### src/mdp_pkg.sv
// =============================================================
// constants, types and helpers of the mode-dependent ports
// assumes one 100 MHz clock and a synchronous active-high reset
// =============================================================
// Functional notes
// - mode pins sampled in reset pick mode
// - single-chip/bootstrap: bit7 of fourth port general
// - expanded/test: bit7 high on read, low write
// - expanded/test: bit6 is address strobe
// - first port reads pin or driver level
// - first port writes latch, drive only outputs
// - output compare owns pin, writes ignored
// - reset: bits 6:4 drive low, others input
// - control register directions rule bits 7, 3
// - expanded: second port drives address 15:8
// - second port latch drives only in general modes
// - reset: second port input or high address
// - expanded: third port drives address 7:0
// - data phase direction follows read/write
// - third port latch drives only in general modes
// - reset: third port input or address/data
// - open-drain bit kills all pull-ups together
// - open-drain: zero pulls low, one floats
// - open-drain only in single-chip mode
// - fourth port read-back and latched writes
// - serial subsystems take over their fourth-port bits
// - expanded/test: bits 6, 7 not general
package mdp_pkg;

    // =========================================================
    // operating modes, one-hot
    typedef enum logic [3:0] {
        MDP_SINGLE = 4'h1,
        MDP_EXPANDED = 4'h2,
        MDP_BOOT = 4'h4,
        MDP_TEST = 4'h8
    } mdp_mode_t;

    // =========================================================
    // write strobe index of each port register
    localparam int REG_CNT = 9;
    localparam int REG_FIRST_DATA = 0;
    localparam int REG_PULSE_ACCUM = 1;
    localparam int REG_SECOND_DATA = 2;
    localparam int REG_SECOND_DIR = 3;
    localparam int REG_THIRD_DATA = 4;
    localparam int REG_THIRD_DIR = 5;
    localparam int REG_FOURTH_DATA = 6;
    localparam int REG_FOURTH_DIR = 7;
    localparam int REG_PIO_CTRL = 8;

    // =========================================================
    // field positions
    localparam int PULSE_ACCUM_DIR7_BIT = 7;
    localparam int PULSE_ACCUM_DIR3_BIT = 3;
    localparam int PIO_CTRL_OPEN_DRAIN_BIT = 5;
    localparam int DIR_BIT = 7;
    localparam int STROBE_BIT = 6;

    // =========================================================
    // reset values and fixed pin roles
    localparam logic [7:0] DATA_RESET = 8'h00;
    localparam logic [7:0] DIR_RESET = 8'h00;
    localparam logic [7:0] CTRL_RESET = 8'h00;
    localparam logic [7:0] FIRST_FIXED_OUT = 8'h70;
    localparam logic [7:0] FIRST_OC_MASK = 8'hF8;

    // mode pin pair {b,a} to operating mode
    function automatic mdp_mode_t mdp_decode(input logic b, input logic a);
        mdp_mode_t m;
        m = MDP_SINGLE;
        unique case ({b, a})
            2'b00: m = MDP_BOOT;
            2'b01: m = MDP_TEST;
            2'b10: m = MDP_SINGLE;
            2'b11: m = MDP_EXPANDED;
        endcase
        return m;
    endfunction

    // read-back: driver input when driving, else pin level
    function automatic logic [7:0] mdp_readback(input logic [7:0] oe,
        input logic [7:0] drv, input logic [7:0] pin);
        return (oe & drv) | (~oe & pin);
    endfunction

endpackage

### src/mdp_ports.sv
// =============================================================
// four 8-bit parallel ports with mode-dependent pin roles
// assumes pins are resolved by the bench from out and oe;
// register writes arrive as strobes on the same clock
// =============================================================
module mdp_ports
    import mdp_pkg::*;
(
    input wire logic clk_in,
    input wire logic rst_in,
    input wire logic mode_select_a_in,
    input wire logic mode_select_b_in,
    input wire logic [REG_CNT-1:0] reg_wr_in,
    input wire logic [7:0] reg_wdata_in,
    input wire logic [15:0] bus_addr_in,
    input wire logic [7:0] bus_wdata_in,
    input wire logic bus_read_in,
    input wire logic bus_addr_phase_in,
    output logic [7:0] bus_rdata_out,
    input wire logic [7:0] timer_oc_en_in,
    input wire logic [7:0] timer_oc_level_in,
    input wire logic [5:0] serial_en_in,
    input wire logic [5:0] serial_oe_in,
    input wire logic [5:0] serial_level_in,
    input wire logic [7:0] first_port_pin_in,
    output logic [7:0] first_port_pin_out,
    output logic [7:0] first_port_pin_oe_out,
    output logic [7:0] first_port_data_out,
    input wire logic [7:0] second_port_pin_in,
    output logic [7:0] second_port_pin_out,
    output logic [7:0] second_port_pin_oe_out,
    output logic [7:0] second_port_data_out,
    input wire logic [7:0] third_port_pin_in,
    output logic [7:0] third_port_pin_out,
    output logic [7:0] third_port_pin_oe_out,
    output logic [7:0] third_port_data_out,
    input wire logic [7:0] fourth_port_pin_in,
    output logic [7:0] fourth_port_pin_out,
    output logic [7:0] fourth_port_pin_oe_out,
    output logic [7:0] fourth_port_data_out,
    output logic [3:0] mode_out
);

    // =========================================================
    // pin synchronisers
    logic [33:0] sync_w;
    logic [7:0] pa_s;
    logic [7:0] pb_s;
    logic [7:0] pc_s;
    logic [7:0] pd_s;
    logic mode_a_s;
    logic mode_b_s;

    // one bank for all pins keeps the crossing in one place
    mdp_sync #(
        .WIDTH(34)
    ) u_sync (
        .clk_in(clk_in),
        .async_in({mode_select_b_in, mode_select_a_in,
            fourth_port_pin_in, third_port_pin_in,
            second_port_pin_in, first_port_pin_in}),
        .sync_out(sync_w)
    );

    assign pa_s = sync_w[7:0];
    assign pb_s = sync_w[15:8];
    assign pc_s = sync_w[23:16];
    assign pd_s = sync_w[31:24];
    assign mode_a_s = sync_w[32];
    assign mode_b_s = sync_w[33];

    // =========================================================
    // operating mode
    mdp_mode_t mode_q;
    mdp_mode_t mode_d;
    logic gen_mode;
    logic ext_mode;

    // sampled every reset cycle, frozen after release
    always_comb begin
        mode_d = mode_q;
        if (rst_in) begin
            mode_d = mdp_decode(mode_b_s, mode_a_s);
        end
    end

    always_ff @(posedge clk_in) begin
        mode_q <= mode_d;
    end

    assign gen_mode = (mode_q == MDP_SINGLE) || (mode_q == MDP_BOOT);
    assign ext_mode = (mode_q == MDP_EXPANDED) || (mode_q == MDP_TEST);
    assign mode_out = mode_q;

    // =========================================================
    // data latches, direction and control registers
    logic [7:0] a_data_q, a_data_d;
    logic [7:0] pulse_accum_q, pulse_accum_d;
    logic [7:0] b_data_q, b_data_d;
    logic [7:0] b_dir_q, b_dir_d;
    logic [7:0] c_data_q, c_data_d;
    logic [7:0] c_dir_q, c_dir_d;
    logic [7:0] d_data_q, d_data_d;
    logic [7:0] d_dir_q, d_dir_d;
    logic [7:0] pio_ctrl_q, pio_ctrl_d;

    // latches always take writes; the pin mux decides use
    always_comb begin
        a_data_d = a_data_q;
        pulse_accum_d = pulse_accum_q;
        b_data_d = b_data_q;
        b_dir_d = b_dir_q;
        c_data_d = c_data_q;
        c_dir_d = c_dir_q;
        d_data_d = d_data_q;
        d_dir_d = d_dir_q;
        pio_ctrl_d = pio_ctrl_q;
        if (reg_wr_in[REG_FIRST_DATA]) begin
            a_data_d = reg_wdata_in;
        end
        if (reg_wr_in[REG_PULSE_ACCUM]) begin
            pulse_accum_d = reg_wdata_in;
        end
        if (reg_wr_in[REG_SECOND_DATA]) begin
            b_data_d = reg_wdata_in;
        end
        if (reg_wr_in[REG_SECOND_DIR]) begin
            b_dir_d = reg_wdata_in;
        end
        if (reg_wr_in[REG_THIRD_DATA]) begin
            c_data_d = reg_wdata_in;
        end
        if (reg_wr_in[REG_THIRD_DIR]) begin
            c_dir_d = reg_wdata_in;
        end
        if (reg_wr_in[REG_FOURTH_DATA]) begin
            d_data_d = reg_wdata_in;
        end
        if (reg_wr_in[REG_FOURTH_DIR]) begin
            d_dir_d = reg_wdata_in;
        end
        if (reg_wr_in[REG_PIO_CTRL]) begin
            pio_ctrl_d = reg_wdata_in;
        end
    end

    // reset leaves every general pin an input, latches low
    always_ff @(posedge clk_in) begin
        if (rst_in) begin
            a_data_q <= DATA_RESET;
            pulse_accum_q <= CTRL_RESET;
            b_data_q <= DATA_RESET;
            b_dir_q <= DIR_RESET;
            c_data_q <= DATA_RESET;
            c_dir_q <= DIR_RESET;
            d_data_q <= DATA_RESET;
            d_dir_q <= DIR_RESET;
            pio_ctrl_q <= CTRL_RESET;
        end else begin
            a_data_q <= a_data_d;
            pulse_accum_q <= pulse_accum_d;
            b_data_q <= b_data_d;
            b_dir_q <= b_dir_d;
            c_data_q <= c_data_d;
            c_dir_q <= c_dir_d;
            d_data_q <= d_data_d;
            d_dir_q <= d_dir_d;
            pio_ctrl_q <= pio_ctrl_d;
        end
    end

    // =========================================================
    // pin multiplexers
    logic [7:0] a_out_q, a_out_d, a_oe_q, a_oe_d;
    logic [7:0] b_out_q, b_out_d, b_oe_q, b_oe_d;
    logic [7:0] c_out_q, c_out_d, c_oe_q, c_oe_d;
    logic [7:0] d_out_q, d_out_d, d_oe_q, d_oe_d;
    logic [7:0] a_oc;
    logic od_on;

    assign a_oc = timer_oc_en_in & FIRST_OC_MASK;
    // open drain honoured in single-chip only
    assign od_on = pio_ctrl_q[PIO_CTRL_OPEN_DRAIN_BIT] && (mode_q == MDP_SINGLE);

    // general directions first, alternate functions override them last
    always_comb begin
        // first port: fixed outputs, two steerable bits
        a_oe_d = FIRST_FIXED_OUT;
        a_oe_d[7] = pulse_accum_q[PULSE_ACCUM_DIR7_BIT];
        a_oe_d[3] = pulse_accum_q[PULSE_ACCUM_DIR3_BIT];
        a_oe_d = a_oe_d | a_oc;
        // compare-owned bits ignore the latch
        a_out_d = (a_oc & timer_oc_level_in) | (~a_oc & a_data_q);
        // second port
        if (ext_mode) begin
            b_oe_d = 8'hFF;
            b_out_d = bus_addr_in[15:8];
        end else begin
            b_oe_d = b_dir_q;
            b_out_d = b_data_q;
        end
        // third port
        if (ext_mode) begin
            if (bus_addr_phase_in) begin
                c_oe_d = 8'hFF;
                c_out_d = bus_addr_in[7:0];
            end else begin
                c_oe_d = {8{~bus_read_in}};
                c_out_d = bus_wdata_in;
            end
        end else if (od_on) begin
            // only the pull-down acts: drive low or float
            c_oe_d = c_dir_q & ~c_data_q;
            c_out_d = 8'h00;
        end else begin
            c_oe_d = c_dir_q;
            c_out_d = c_data_q;
        end
        // fourth port: serial bits, then bus control bits
        d_oe_d = d_dir_q;
        d_out_d = d_data_q;
        for (int i = 0; i < 6; i++) begin
            if (serial_en_in[i]) begin
                d_oe_d[i] = serial_oe_in[i];
                d_out_d[i] = serial_level_in[i];
            end
        end
        if (ext_mode) begin
            d_oe_d[DIR_BIT] = 1'b1;
            d_out_d[DIR_BIT] = bus_read_in;
            d_oe_d[STROBE_BIT] = 1'b1;
            d_out_d[STROBE_BIT] = bus_addr_phase_in;
        end
    end

    // pins idle as inputs while reset is held, except first port bits 6:4, which drive low
    always_ff @(posedge clk_in) begin
        if (rst_in) begin
            a_oe_q <= FIRST_FIXED_OUT;
            a_out_q <= DATA_RESET;
            b_oe_q <= DIR_RESET;
            b_out_q <= DATA_RESET;
            c_oe_q <= DIR_RESET;
            c_out_q <= DATA_RESET;
            d_oe_q <= DIR_RESET;
            d_out_q <= DATA_RESET;
        end else begin
            a_oe_q <= a_oe_d;
            a_out_q <= a_out_d;
            b_oe_q <= b_oe_d;
            b_out_q <= b_out_d;
            c_oe_q <= c_oe_d;
            c_out_q <= c_out_d;
            d_oe_q <= d_oe_d;
            d_out_q <= d_out_d;
        end
    end

    assign first_port_pin_out = a_out_q;
    assign first_port_pin_oe_out = a_oe_q;
    assign second_port_pin_out = b_out_q;
    assign second_port_pin_oe_out = b_oe_q;
    assign third_port_pin_out = c_out_q;
    assign third_port_pin_oe_out = c_oe_q;
    assign fourth_port_pin_out = d_out_q;
    assign fourth_port_pin_oe_out = d_oe_q;

    // =========================================================
    // read-back registers
    logic [7:0] ra_q, ra_d, rb_q, rb_d, rc_q, rc_d, rd_q, rd_d;
    logic [7:0] bus_rd_q, bus_rd_d;

    // reads of floating open-drain bits see the pin
    always_comb begin
        ra_d = mdp_readback(a_oe_q, a_out_q, pa_s);
        rb_d = mdp_readback(b_oe_q, b_out_q, pb_s);
        rc_d = mdp_readback(c_oe_q, c_out_q, pc_s);
        rd_d = mdp_readback(d_oe_q, d_out_q, pd_s);
        bus_rd_d = pc_s;
    end

    always_ff @(posedge clk_in) begin
        if (rst_in) begin
            ra_q <= DATA_RESET;
            rb_q <= DATA_RESET;
            rc_q <= DATA_RESET;
            rd_q <= DATA_RESET;
            bus_rd_q <= DATA_RESET;
        end else begin
            ra_q <= ra_d;
            rb_q <= rb_d;
            rc_q <= rc_d;
            rd_q <= rd_d;
            bus_rd_q <= bus_rd_d;
        end
    end

    assign first_port_data_out = ra_q;
    assign second_port_data_out = rb_q;
    assign third_port_data_out = rc_q;
    assign fourth_port_data_out = rd_q;
    assign bus_rdata_out = bus_rd_q;
endmodule // mdp_ports

### src/mdp_sync.sv
// =============================================================
// two-flop synchroniser for pin levels
// assumes inputs are asynchronous to clk_in
// =============================================================
module mdp_sync #(
    parameter int WIDTH = 8
) (
    input wire logic clk_in,
    input wire logic [WIDTH-1:0] async_in,
    output logic [WIDTH-1:0] sync_out
);

    logic [WIDTH-1:0] meta_q;
    logic [WIDTH-1:0] meta_d;
    logic [WIDTH-1:0] sync_q;
    logic [WIDTH-1:0] sync_d;

    // no reset: pure data path, settles in two edges
    always_comb begin
        meta_d = async_in;
        sync_d = meta_q;
    end

    always_ff @(posedge clk_in) begin
        meta_q <= meta_d;
        sync_q <= sync_d;
    end

    assign sync_out = sync_q;

endmodule // mdp_sync

### config.mk
export PLATFORM = sky130hd
export DESIGN_NAME = mdp_ports
export DESIGN_NICKNAME = d
export VERILOG_FILES = /design/src/mdp_pkg.sv /design/src/mdp_ports.sv /design/src/mdp_sync.sv
export SDC_FILE = /design/constraint.sdc
export NUM_CORES = 1
export LEC_CHECK = 0
export ABC_AREA = 1
export BUFFER_PORTS_ARGS = -buffer_cell sky130_fd_sc_hd__buf_4
export CAP_MARGIN = 40
export CORE_MARGIN = 10
export CORE_UTILIZATION = 54
export CTS_BUF_LIST = sky130_fd_sc_hd__clkbuf_4 sky130_fd_sc_hd__clkbuf_8 sky130_fd_sc_hd__clkbuf_16
export CTS_CLUSTER_DIAMETER = 50
export DETAILED_ROUTE_END_ITERATION = 8
export GPL_ROUTABILITY_DRIVEN = 0
export GPL_TIMING_DRIVEN = 0
export HOLD_SLACK_MARGIN = 0.02
export PLACE_DENSITY = 0.83
export SYNTH_ARGS = -nofsm -noshare
export SYNTH_HDL_FRONTEND = slang
export SYNTH_SLANG_ARGS = --single-unit
### constraint.sdc
create_clock -name clk_in -period 2.2 [get_ports clk_in]
set_clock_uncertainty 0.2 [all_clocks]
set_input_delay 0.44 -clock clk_in [delete_from_list [all_inputs] [get_ports clk_in]]
set_output_delay 0.44 -clock clk_in [all_outputs]
set_load 0.03 [all_outputs]
Word-level counts from Yosys, hierarchy flattened
Index checks and enable logic that the tools add are counted.
Cells by class
  eq/ne operators: 6
  mux-type cells: 23
  bitwise gates (word level): 24
  reductions and logical operators: 3
Operators with widths (number)
  AND 8 bit: 11
  2-to-1 mux 8 bit: 8
  NOT 8 bit: 6
  bitwise OR 8 bit: 6
  case mux 4 bit (4 select lines): 1
  2-to-1 mux 1 bit: 12
  == test 2 bit, second input constant: 2
  == test 4 x 1 -> 1 bit, second input constant: 1
  == test 4 x 2 -> 1 bit, second input constant: 1
  == test 4 bit, second input constant: 1
  2-to-1 mux 2 bit: 2
  == test 2 x 1 -> 1 bit, second input constant: 1
  zero test 2 bit: 1
  logical AND 1 bit: 1
  logical OR 1 bit: 1
  NOT 1 bit: 1
Storage, ports and cells
  bits in registers: 246
  input bits: 113
  output and inout port bits: 108
  word-level logic and storage cells: 81

Depth between registers and ports, before layout
Gate-level depths: netlist of the first run.
  depth after elaboration: 4
  mapped depth: 6

Modules after synthesis
Synthesis of the first run repeated with hierarchy kept, for this count alone.
Unflattened totals
  cell total of the unflattened synthesis: 741
  area, all modules: 6981.7 µm²
By module, submodules not included
  mdp_ports: times used 1, cells each 673, area an instance 5620.4 µm², sequential area each 3263.1 µm²
  mdp_sync: times used 1, cells each 68, area an instance 1361.3 µm², sequential area each 1361.3 µm²

Worst setup path after synthesis of the first run
Ideal clock, no wire load.
  kind: reg2reg
  start: reg mode_q[2], in the netlist mode_out[2]
  end: reg c_out_q[0], in the netlist third_port_pin_out[0]
  library setup time: 0.117 ns
  arrival: 1.201 ns
  slack: 0.683 ns
  stages on the path, launching flop included: 6
  path buffers: 1
  path through: edfxtp_1 > nor2_4 > nand3_4 > buf_6 > o21ai_1 > a21oi_1
Between the ends
  cells in the longest elaborated chain, start to end: 4
RTL lines
  start, declared: RTL line mdp_ports.sv:74  | mdp_mode_t mode_q;
  start signal, assigned: RTL line mdp_ports.sv:88  | mode_q <= mode_d;
  == test 4 x 1 -> 1 bit: RTL line mdp_ports.sv:183  | assign od_on = pio_ctrl_q[PIO_CTRL_OPEN_DRAIN_BIT] && (mode_q == MDP_SINGLE);
  logical AND 1 bit: RTL line mdp_ports.sv:183
  2-to-1 mux 8 bit: RTL line mdp_ports.sv:211  | end else if (od_on) begin
  2-to-1 mux 8 bit (*): RTL line mdp_ports.sv:203  | if (ext_mode) begin
  end signal, assigned: RTL line mdp_ports.sv:253  | c_out_q <= c_out_d;
  end, declared: RTL line mdp_ports.sv:176  | logic [7:0] c_out_q, c_out_d, c_oe_q, c_oe_d;
Mark *: on every way between the ends. The rest lies on a longest branch, timed or not.
A chain may end at the register's enable or synchronous reset.

==> impl_results.md, run 1 <==
* FF+latch count, synth at 223
* Hold EP: second_port_pin_out[3]$_SDFF_PP0_
* CTS Buffer Depth at 3
* Hold Crit Depth at 3
* Ranking of synthesized cells by area: dfxtp_1 (64%), o21ai_0 (7.1%), a21oi_1 (6.9%), nor2_1 (6.9%), inv_1 (4.2%)
* Footprint of the multi-input gates at around 1800 sq um
* Layout cells sized above 1 at 0.2593
* Post-synth top area cell: dfxtp_1
* Nets at 1152
* # rows at 41
* Core Region at approximately 13000 sq um
* CTS H-tree lvls at 1
* Synth async-reset ratio at 0
* Final worst path period share at 0.8612
* 1st-pass router iterations at 5
* P&R area growth vs syn at 47.65%
* Die footprint at between 15000 and 20000 sq um
* 1st-iter DRT viols at 498
* Critical Path Start: rst_in
* Hold Fails Final Rpt at 0
* Final Slew Violations at 0
* Power Density at about 950 nW/um^2
* Drt drc at 0
* Cts bufs inserted at 22
* Largest net degree at the start of global routing at 16
* Setup bufs post-CTS at 0
* Number of synthesized flops with an enable pin at 4
* R2R Setup Slk at between 0.5 and 0.6 ns
* R2r endpoint: third_port_pin_out[3]$_SDFF_PP0_
* Post-synthesis sequential area ratio at 0.6569
* Top cells by count, synth: dfxtp_1 (219), nor2_1 (126), o21ai_0 (97)
* Vert. Die Dim at 132.7 um
* Hpwl dp at 13890 um
* RR Startpoint: mode_out[1]$_DFFE_PP_
* Crit path launch type: input port
* Clock latency on the worst-skew pair at 0.49 ns
* Fin Setup TNS at 0 ns
* Worst-path clk slew at 0.06 ns
* Avg Inst Size Synth at roughly 9.3 sq um
* Crit path time final at 1.895 ns
* RSZ-0062 raised after global routing: false
* Final setup vio count at 0
* Starting Density at 0.5478
* Antenna viol nets, final at 0
* Slew margin rel. at 0.5857
* CTS root buffer: clkbuf_16
* Vias per cell at 5.040
* Yosys cell types at 25
* WL/cell at 17.77 um
* Vias in the first global route at 6385
* Worst Path Arrival at 2.12 ns
* First-pass GRT wire length at 33580 um
* CP Capture Type: register
* Worst R2R Path Depth at 4
* Post-Syn Area at around 6900 sq um
* HP Class: input port to register
* CP required at 2.42 ns
* Least-Margin Pin Slew at 0.6215 ns
* Congestion Overflow GR at 0
* Pwr Total at ~9.6 mW
* Overall global routing resource usage at 0.2355
* FF/Latch Area at 4504 sq um
* Max Cap Viol at 0
* IO Pins at approximately 220
* Clock sinks at 223
* Setup CP Type: input port to register
* CP Max Fanout at 10
* Most used DFF post-synth: dfxtp_1
* WL final at 21830 um
* F_max at around 530 MHz
* Final hold slack at 0.03451 ns
* Area fraction of the dominant cell type after synthesis at 0.6394
* Warnings, synthesis at 0
* PnR worst setup slack at 0.3053 ns
* Filler cell count at between 700 and 800
* Chip width at 132.7 um
* Max rail drop VDD at 0.6433 mV
* Port bufs at 201
* Vias at 6189
* Lkg Pwr at 4.721 nW
* Cell with the most instances after synthesis: dfxtp_1
* Initial antenna violation count at 2
* Status: complete, no violations
* Setup slack after placement at slightly above 0.3 ns
* HP Start: bus_addr_in[11]
* Syn Inst Count at approximately 740
* CTS tree: done
## worst max-delay path: stages
cell and delay [ns]:
buf_4 0.14, inv_2 0.07, buf_6 0.13, clkbuf_1 0.37, o21ai_0 0.20, nor2_1 0.17
dlygate4sd3_1 0.60
## timing repair
action,CTS,global route
endpoints found under the hold margin,63,0
gates resized for setup,0,0
hold buffers,74,0
## cell type report
type,instances,area share
clock inverter,6,0.01038
antenna,3,0.0007416
clock buffer,32,0.06662
tap,172,0.02126
timing repair buffer,275,0.2222
multi-input combinational,399,0.1808
inverter,81,0.03003
buffer,37,0.02299
sequential,223,0.4449
## layer usage
layer / vias to the layer above / global-route usage / wire, um
met5: - / 0 / 0
met4: 0 / 0.1210 / 1024
met3: 84 / 0.05715 / 1775
met2: 304 / 0.4235 / 11090
met1: 2841 / 0.2502 / 7933
li1: 2960 / - / -
## metrics by stage
step / util / cell area [sq um] / std cells
after detailed placement: 0.6867 / 8596 / 1113
after CTS: 0.8082 / 10120 / 1225
after floorplan: - / 6872 / 740
final: 0.8088 / 10120 / 1228
after global routing: 0.8086 / 10120 / 1227
after global placement: 0.6867 / 8596 / 1113
## power breakdown
part	total, mW	internal (mW)	leakage [nW]	switching, mW
combinational	1.23	0.514	2.46	0.718
sequential	4.44	4.32	1.87	0.124
clock	3.96	2.47	0.392	1.49
## logic make-up after synthesis
group | Yosys count | synth area share
other | 2 | 0.001095
buffers and inverters | 118 | 0.07828
and+or+nand+nor | 187 | 0.1122
AOI/OAI and AO/OA | 206 | 0.1515
DFF | 223 | 0.6569
## cell usage in the layout, fill, tap and decap left out, types with 3 or more instances in the layout
cell / count
a21oi_1: 95
buf_2: 7
buf_4: 211
buf_6: 5
bufinv_16: 3
clkbuf_1: 12
clkbuf_16: 23
clkbuf_4: 4
clkbuf_8: 6
clkinv_2: 3
conb_1: 6
dfxtp_1: 219
diode_2: 3
dlygate4sd3_1: 74
edfxtp_1: 4
inv_1: 77
nand2_1: 37
nand3_1: 16
nor2_1: 126
o21ai_0: 97
o21ai_1: 12
## worst max path at each step
stage                                           endpoint  slack [ns]  cells after the start
global route        fourth_port_pin_oe_out[5]$_SDFF_PP0_        0.22                      7
finish              fourth_port_pin_oe_out[5]$_SDFF_PP0_        0.31                      7
detailed placement    second_port_data_out[4]$_SDFF_PP0_        0.31                      6
global placement      second_port_data_out[1]$_SDFF_PP0_        0.37                      6
CTS                                          mode_out[2]        0.36                      1
floorplan               third_port_pin_out[0]$_SDFF_PP0_        0.68                      5
Note: power is estimated with default switching activity, not from simulation.
==> inputs of run 2 (changes only) <==
--- a/config.mk
+++ b/config.mk
@@ -5,7 +5,6 @@
 export SDC_FILE = /design/constraint.sdc
 export NUM_CORES = 1
 export LEC_CHECK = 0
-export ABC_AREA = 1
 export BUFFER_PORTS_ARGS = -buffer_cell sky130_fd_sc_hd__buf_4
 export CAP_MARGIN = 40
 export CORE_MARGIN = 10
==> impl_results.md, run 2 <==
* Status: complete, no violations (unchanged)
* Area fraction of the dominant cell type after synthesis at 0.6287 (was 0.6394)
* Filler cell count at 722 (was 789)
* WL final at 21610 um (was 21830 um)
* Commonest cells after routing, fill and taps aside: dfxtp_1 (219), buf_4 (205), nor2_1 (118), mux2i_1 (110), dlygate4sd3_1 (65) (was dfxtp_1 (219), buf_4 (211), nor2_1 (126), o21ai_0 (97), a21oi_1 (95))
* Core Region at 12620 sq um (was 12520 sq um)
* Crit path time final at 2.035 ns (was 1.895 ns)
* Power Density at 925.9 nW/um^2 (was 951.4 nW/um^2)
* Commonest non-fill, non-tap cell in the layout: dfxtp_1 (unchanged)
* HP Class: input port to register (unchanged)
* Slew margin rel. at 0.4895 (was 0.5857)
* Max Cap Viol at 0 (unchanged)
* CTS root buffer: clkbuf_16 (unchanged)
* Die footprint at 17860 sq um (was 17600 sq um)
* Port bufs at 194 (was 201)
* F_max at 491.5 MHz (was 527.8 MHz)
* Lkg Pwr at 4.608 nW (was 4.721 nW)
* Drt drc at 0 (unchanged)
* Post-Syn Area at 6973 sq um (was 6857 sq um)
* FF+latch count, synth at 223 (unchanged)
* Post-synthesis sequential area ratio at 0.6460 (was 0.6569)
* Worst path buffer plus inverter count at 5 (unchanged)
* CTS H-tree lvls at 1 (unchanged)
* Footprint of the multi-input gates at 2237 sq um (was 1831 sq um)
* P&R area growth vs syn at 44.11% (was 47.65%)
* Final Slew Violations at 0 (unchanged)
* Layout cells sized above 1 at 0.2913 (was 0.2593)
* RSZ-0062 raised after global routing: false (unchanged)
* # rows at 41 (unchanged)
* Fin Setup TNS at 0 ns (unchanged)
* Number of synthesized flops with an enable pin at 4 (unchanged)
* Starting Density at 0.5525 (was 0.5478)
* Worst-path clk slew at 0.06 ns (about the same)
* CP max stage delay at 0.53 ns (was 0.60 ns)
* Vias in the first global route at 6092 (was 6385)
* First-pass GRT wire length at 33400 um (was 33580 um)
* Vias at 5583 (was 6189)
* WL/cell at 19.90 um (was 17.77 um)
* Yosys cell types at 23 (was 25)
* Final setup vio count at 0 (unchanged)
* Initial antenna violation count at 0 (was 2)
* Delay-heaviest family, CP: buffers and inverters (unchanged)
* Crit path launch type: input port (unchanged)
* CTS tree: done (unchanged)
* Hpwl dp at 13770 um (was 13890 um)
* Pwr Total at 9.304 mW (was 9.631 mW)
* Vias per cell at 5.141 (was 5.040)
* Clock latency on the worst-skew pair at 0.50 ns (was 0.49 ns)
* Avg Inst Size Synth at 11.43 sq um (was 9.316 sq um)
* Chip width at 133.6 um (was 132.7 um)
* Max rail drop VDD at 0.6087 mV (was 0.6433 mV)
* Overall global routing resource usage at 0.2335 (was 0.2355)
* Final worst path period share at 0.9248 (was 0.8612)
* Clock sinks at 223 (unchanged)
* CP required at 2.36 ns (was 2.42 ns)
* IO Pins at 221 (unchanged)
* Critical path cell sequence: dlygate4sd3_1 -> buf_4 -> clkbuf_1 -> clkbuf_2 -> buf_2 -> nor2_1 (was buf_4 -> inv_2 -> buf_6 -> clkbuf_1 -> o21ai_0 -> nor2_1 -> dlygate4sd3_1)
* Ranking of synthesized cells by area: dfxtp_1 (63%), mux2i_1 (16%), nor2_1 (6.4%), a21oi_1 (2.1%), a31o_1 (2.0%) (was dfxtp_1 (64%), o21ai_0 (7.1%), a21oi_1 (6.9%), nor2_1 (6.9%), inv_1 (4.2%))
* Least-Margin Pin Slew at 0.7637 ns (was 0.6215 ns)
* Most used DFF post-synth: dfxtp_1 (unchanged)
* Largest net degree at the start of global routing at 15 (was 16)
* Nets at 1010 (was 1152)
* CTS Buffer Depth at 3 (unchanged)
* Synth async-reset ratio at 0 (unchanged)
* CP Max Fanout at 10 (unchanged)
* Cts bufs inserted at 22 (unchanged)
* Hold Fails Final Rpt at 0 (unchanged)
* Top cells by count, synth: dfxtp_1 (219), nor2_1 (118), mux2i_1 (110) (was dfxtp_1 (219), nor2_1 (126), o21ai_0 (97))
* Congestion Overflow GR at 0 (unchanged)
* Vert. Die Dim at 133.6 um (was 132.7 um)
* Worst Path Arrival at 2.20 ns (was 2.12 ns)
* Antenna viol nets, final at 0 (unchanged)
* Setup CP Type: input port to register (unchanged)
* 1st-iter DRT viols at 386 (was 498)
* Slowest cell on crit path: dlygate4sd3_1 (unchanged)
* CP Capture Type: register (unchanged)
* 1st-pass router iterations at 4 (was 5)
* FF/Latch Area at 4504 sq um (unchanged)
* Syn Inst Count at 610 (was 736)
* Post-synth top area cell: dfxtp_1 (unchanged)
* Cell with the most instances after synthesis: dfxtp_1 (unchanged)
* Warnings, synthesis at 0 (unchanged)
run 2: timing repair:
action	in CTS	in global routing
hold buffers	64	1
endpoints found under the setup margin	0	52
setup buffers	0	0
resized for setup	0	4
endpoints found under the hold margin	58	1
run 2: final timing paths:
kind	depth (start not counted)	end	from	slack (ns)
worst max-delay path	6	second_port_data_out[4]$_SDFF_PP0_	rst_in	0.17
worst min-delay path	3	first_port_pin_out[4]$_SDFF_PP0_	timer_oc_en_in[4]	0.03
worst max register to register	3	third_port_pin_oe_out[3]$_SDFF_PP0_	mode_out[1]$_DFFE_PP_	0.24
worst min register to register	0	u_sync.sync_out[9]$_DFF_P_	u_sync.meta_q[9]$_DFF_P_	0.13
run 2: cell type report:
| type | count | share of cell area |
|---|---|---|
| Tap cell | 172 | 0.02142 |
| Clock buffer | 33 | 0.06911 |
| Inverter | 2 | 0.0007471 |
| Buffer | 47 | 0.02403 |
| Antenna cell | 1 | 0.0002490 |
| Clock inverter | 7 | 0.003860 |
| Timing Repair Buffer | 259 | 0.2097 |
| Multi-Input combinational cell | 342 | 0.2226 |
| Sequential cell | 223 | 0.4483 |
run 2: worst min-delay path, stage by stage:
cell     delay, ns
buf_4         0.09
mux2i_1       0.06
nor2_1        0.10
run 2: through the flow:
| step | cell area (sq um) | setup WS (ns) | hold slack (ns) | instances | util |
|---|---|---|---|---|---|
| after global routing | 10050 | 0.04933 | 0.03128 | 1085 | 0.7961 |
| final | 10050 | 0.1654 | 0.03103 | 1086 | 0.7963 |
| after floorplan | 6988 | 0.3974 | 0.1096 | 614 | - |
| after CTS | 10030 | 0.05497 | 0.02098 | 1084 | 0.7951 |
| after global placement | 8660 | 0.1096 | 0.1104 | 980 | 0.6862 |
| after detailed placement | 8660 | 0.1020 | 0.1132 | 980 | 0.6862 |
run 2: power breakdown:
part / internal (mW) / total, mW / switching, mW
Clock: 2.19 / 3.68 / 1.50
Combinational: 0.530 / 1.19 / 0.664
Sequential: 4.29 / 4.43 / 0.131
run 2: cells by family after synthesis:
| logic type | Yosys count | synth area share |
|---|---|---|
| flops | 223 | 0.6460 |
| simple gates | 160 | 0.09941 |
| mux | 110 | 0.1579 |
| compound gates | 64 | 0.05778 |
| buf+inv | 49 | 0.03535 |
| xor+xnor | 2 | 0.002513 |
| other cells | 2 | 0.001077 |
run 2: per-layer routing:
| layer | share of wire | wire length (um) | GRT usage | up-vias |
|---|---|---|---|---|
| met3 | 0.081 | 1746 | 0.06617 | 56 |
| li1 | - | - | - | 2599 |
| met5 | 0 | 0 | 0 | - |
| met1 | 0.37 | 8026 | 0.2491 | 2676 |
| met4 | 0.038 | 821 | 0.1082 | 0 |
| met2 | 0.51 | 11020 | 0.4166 | 252 |
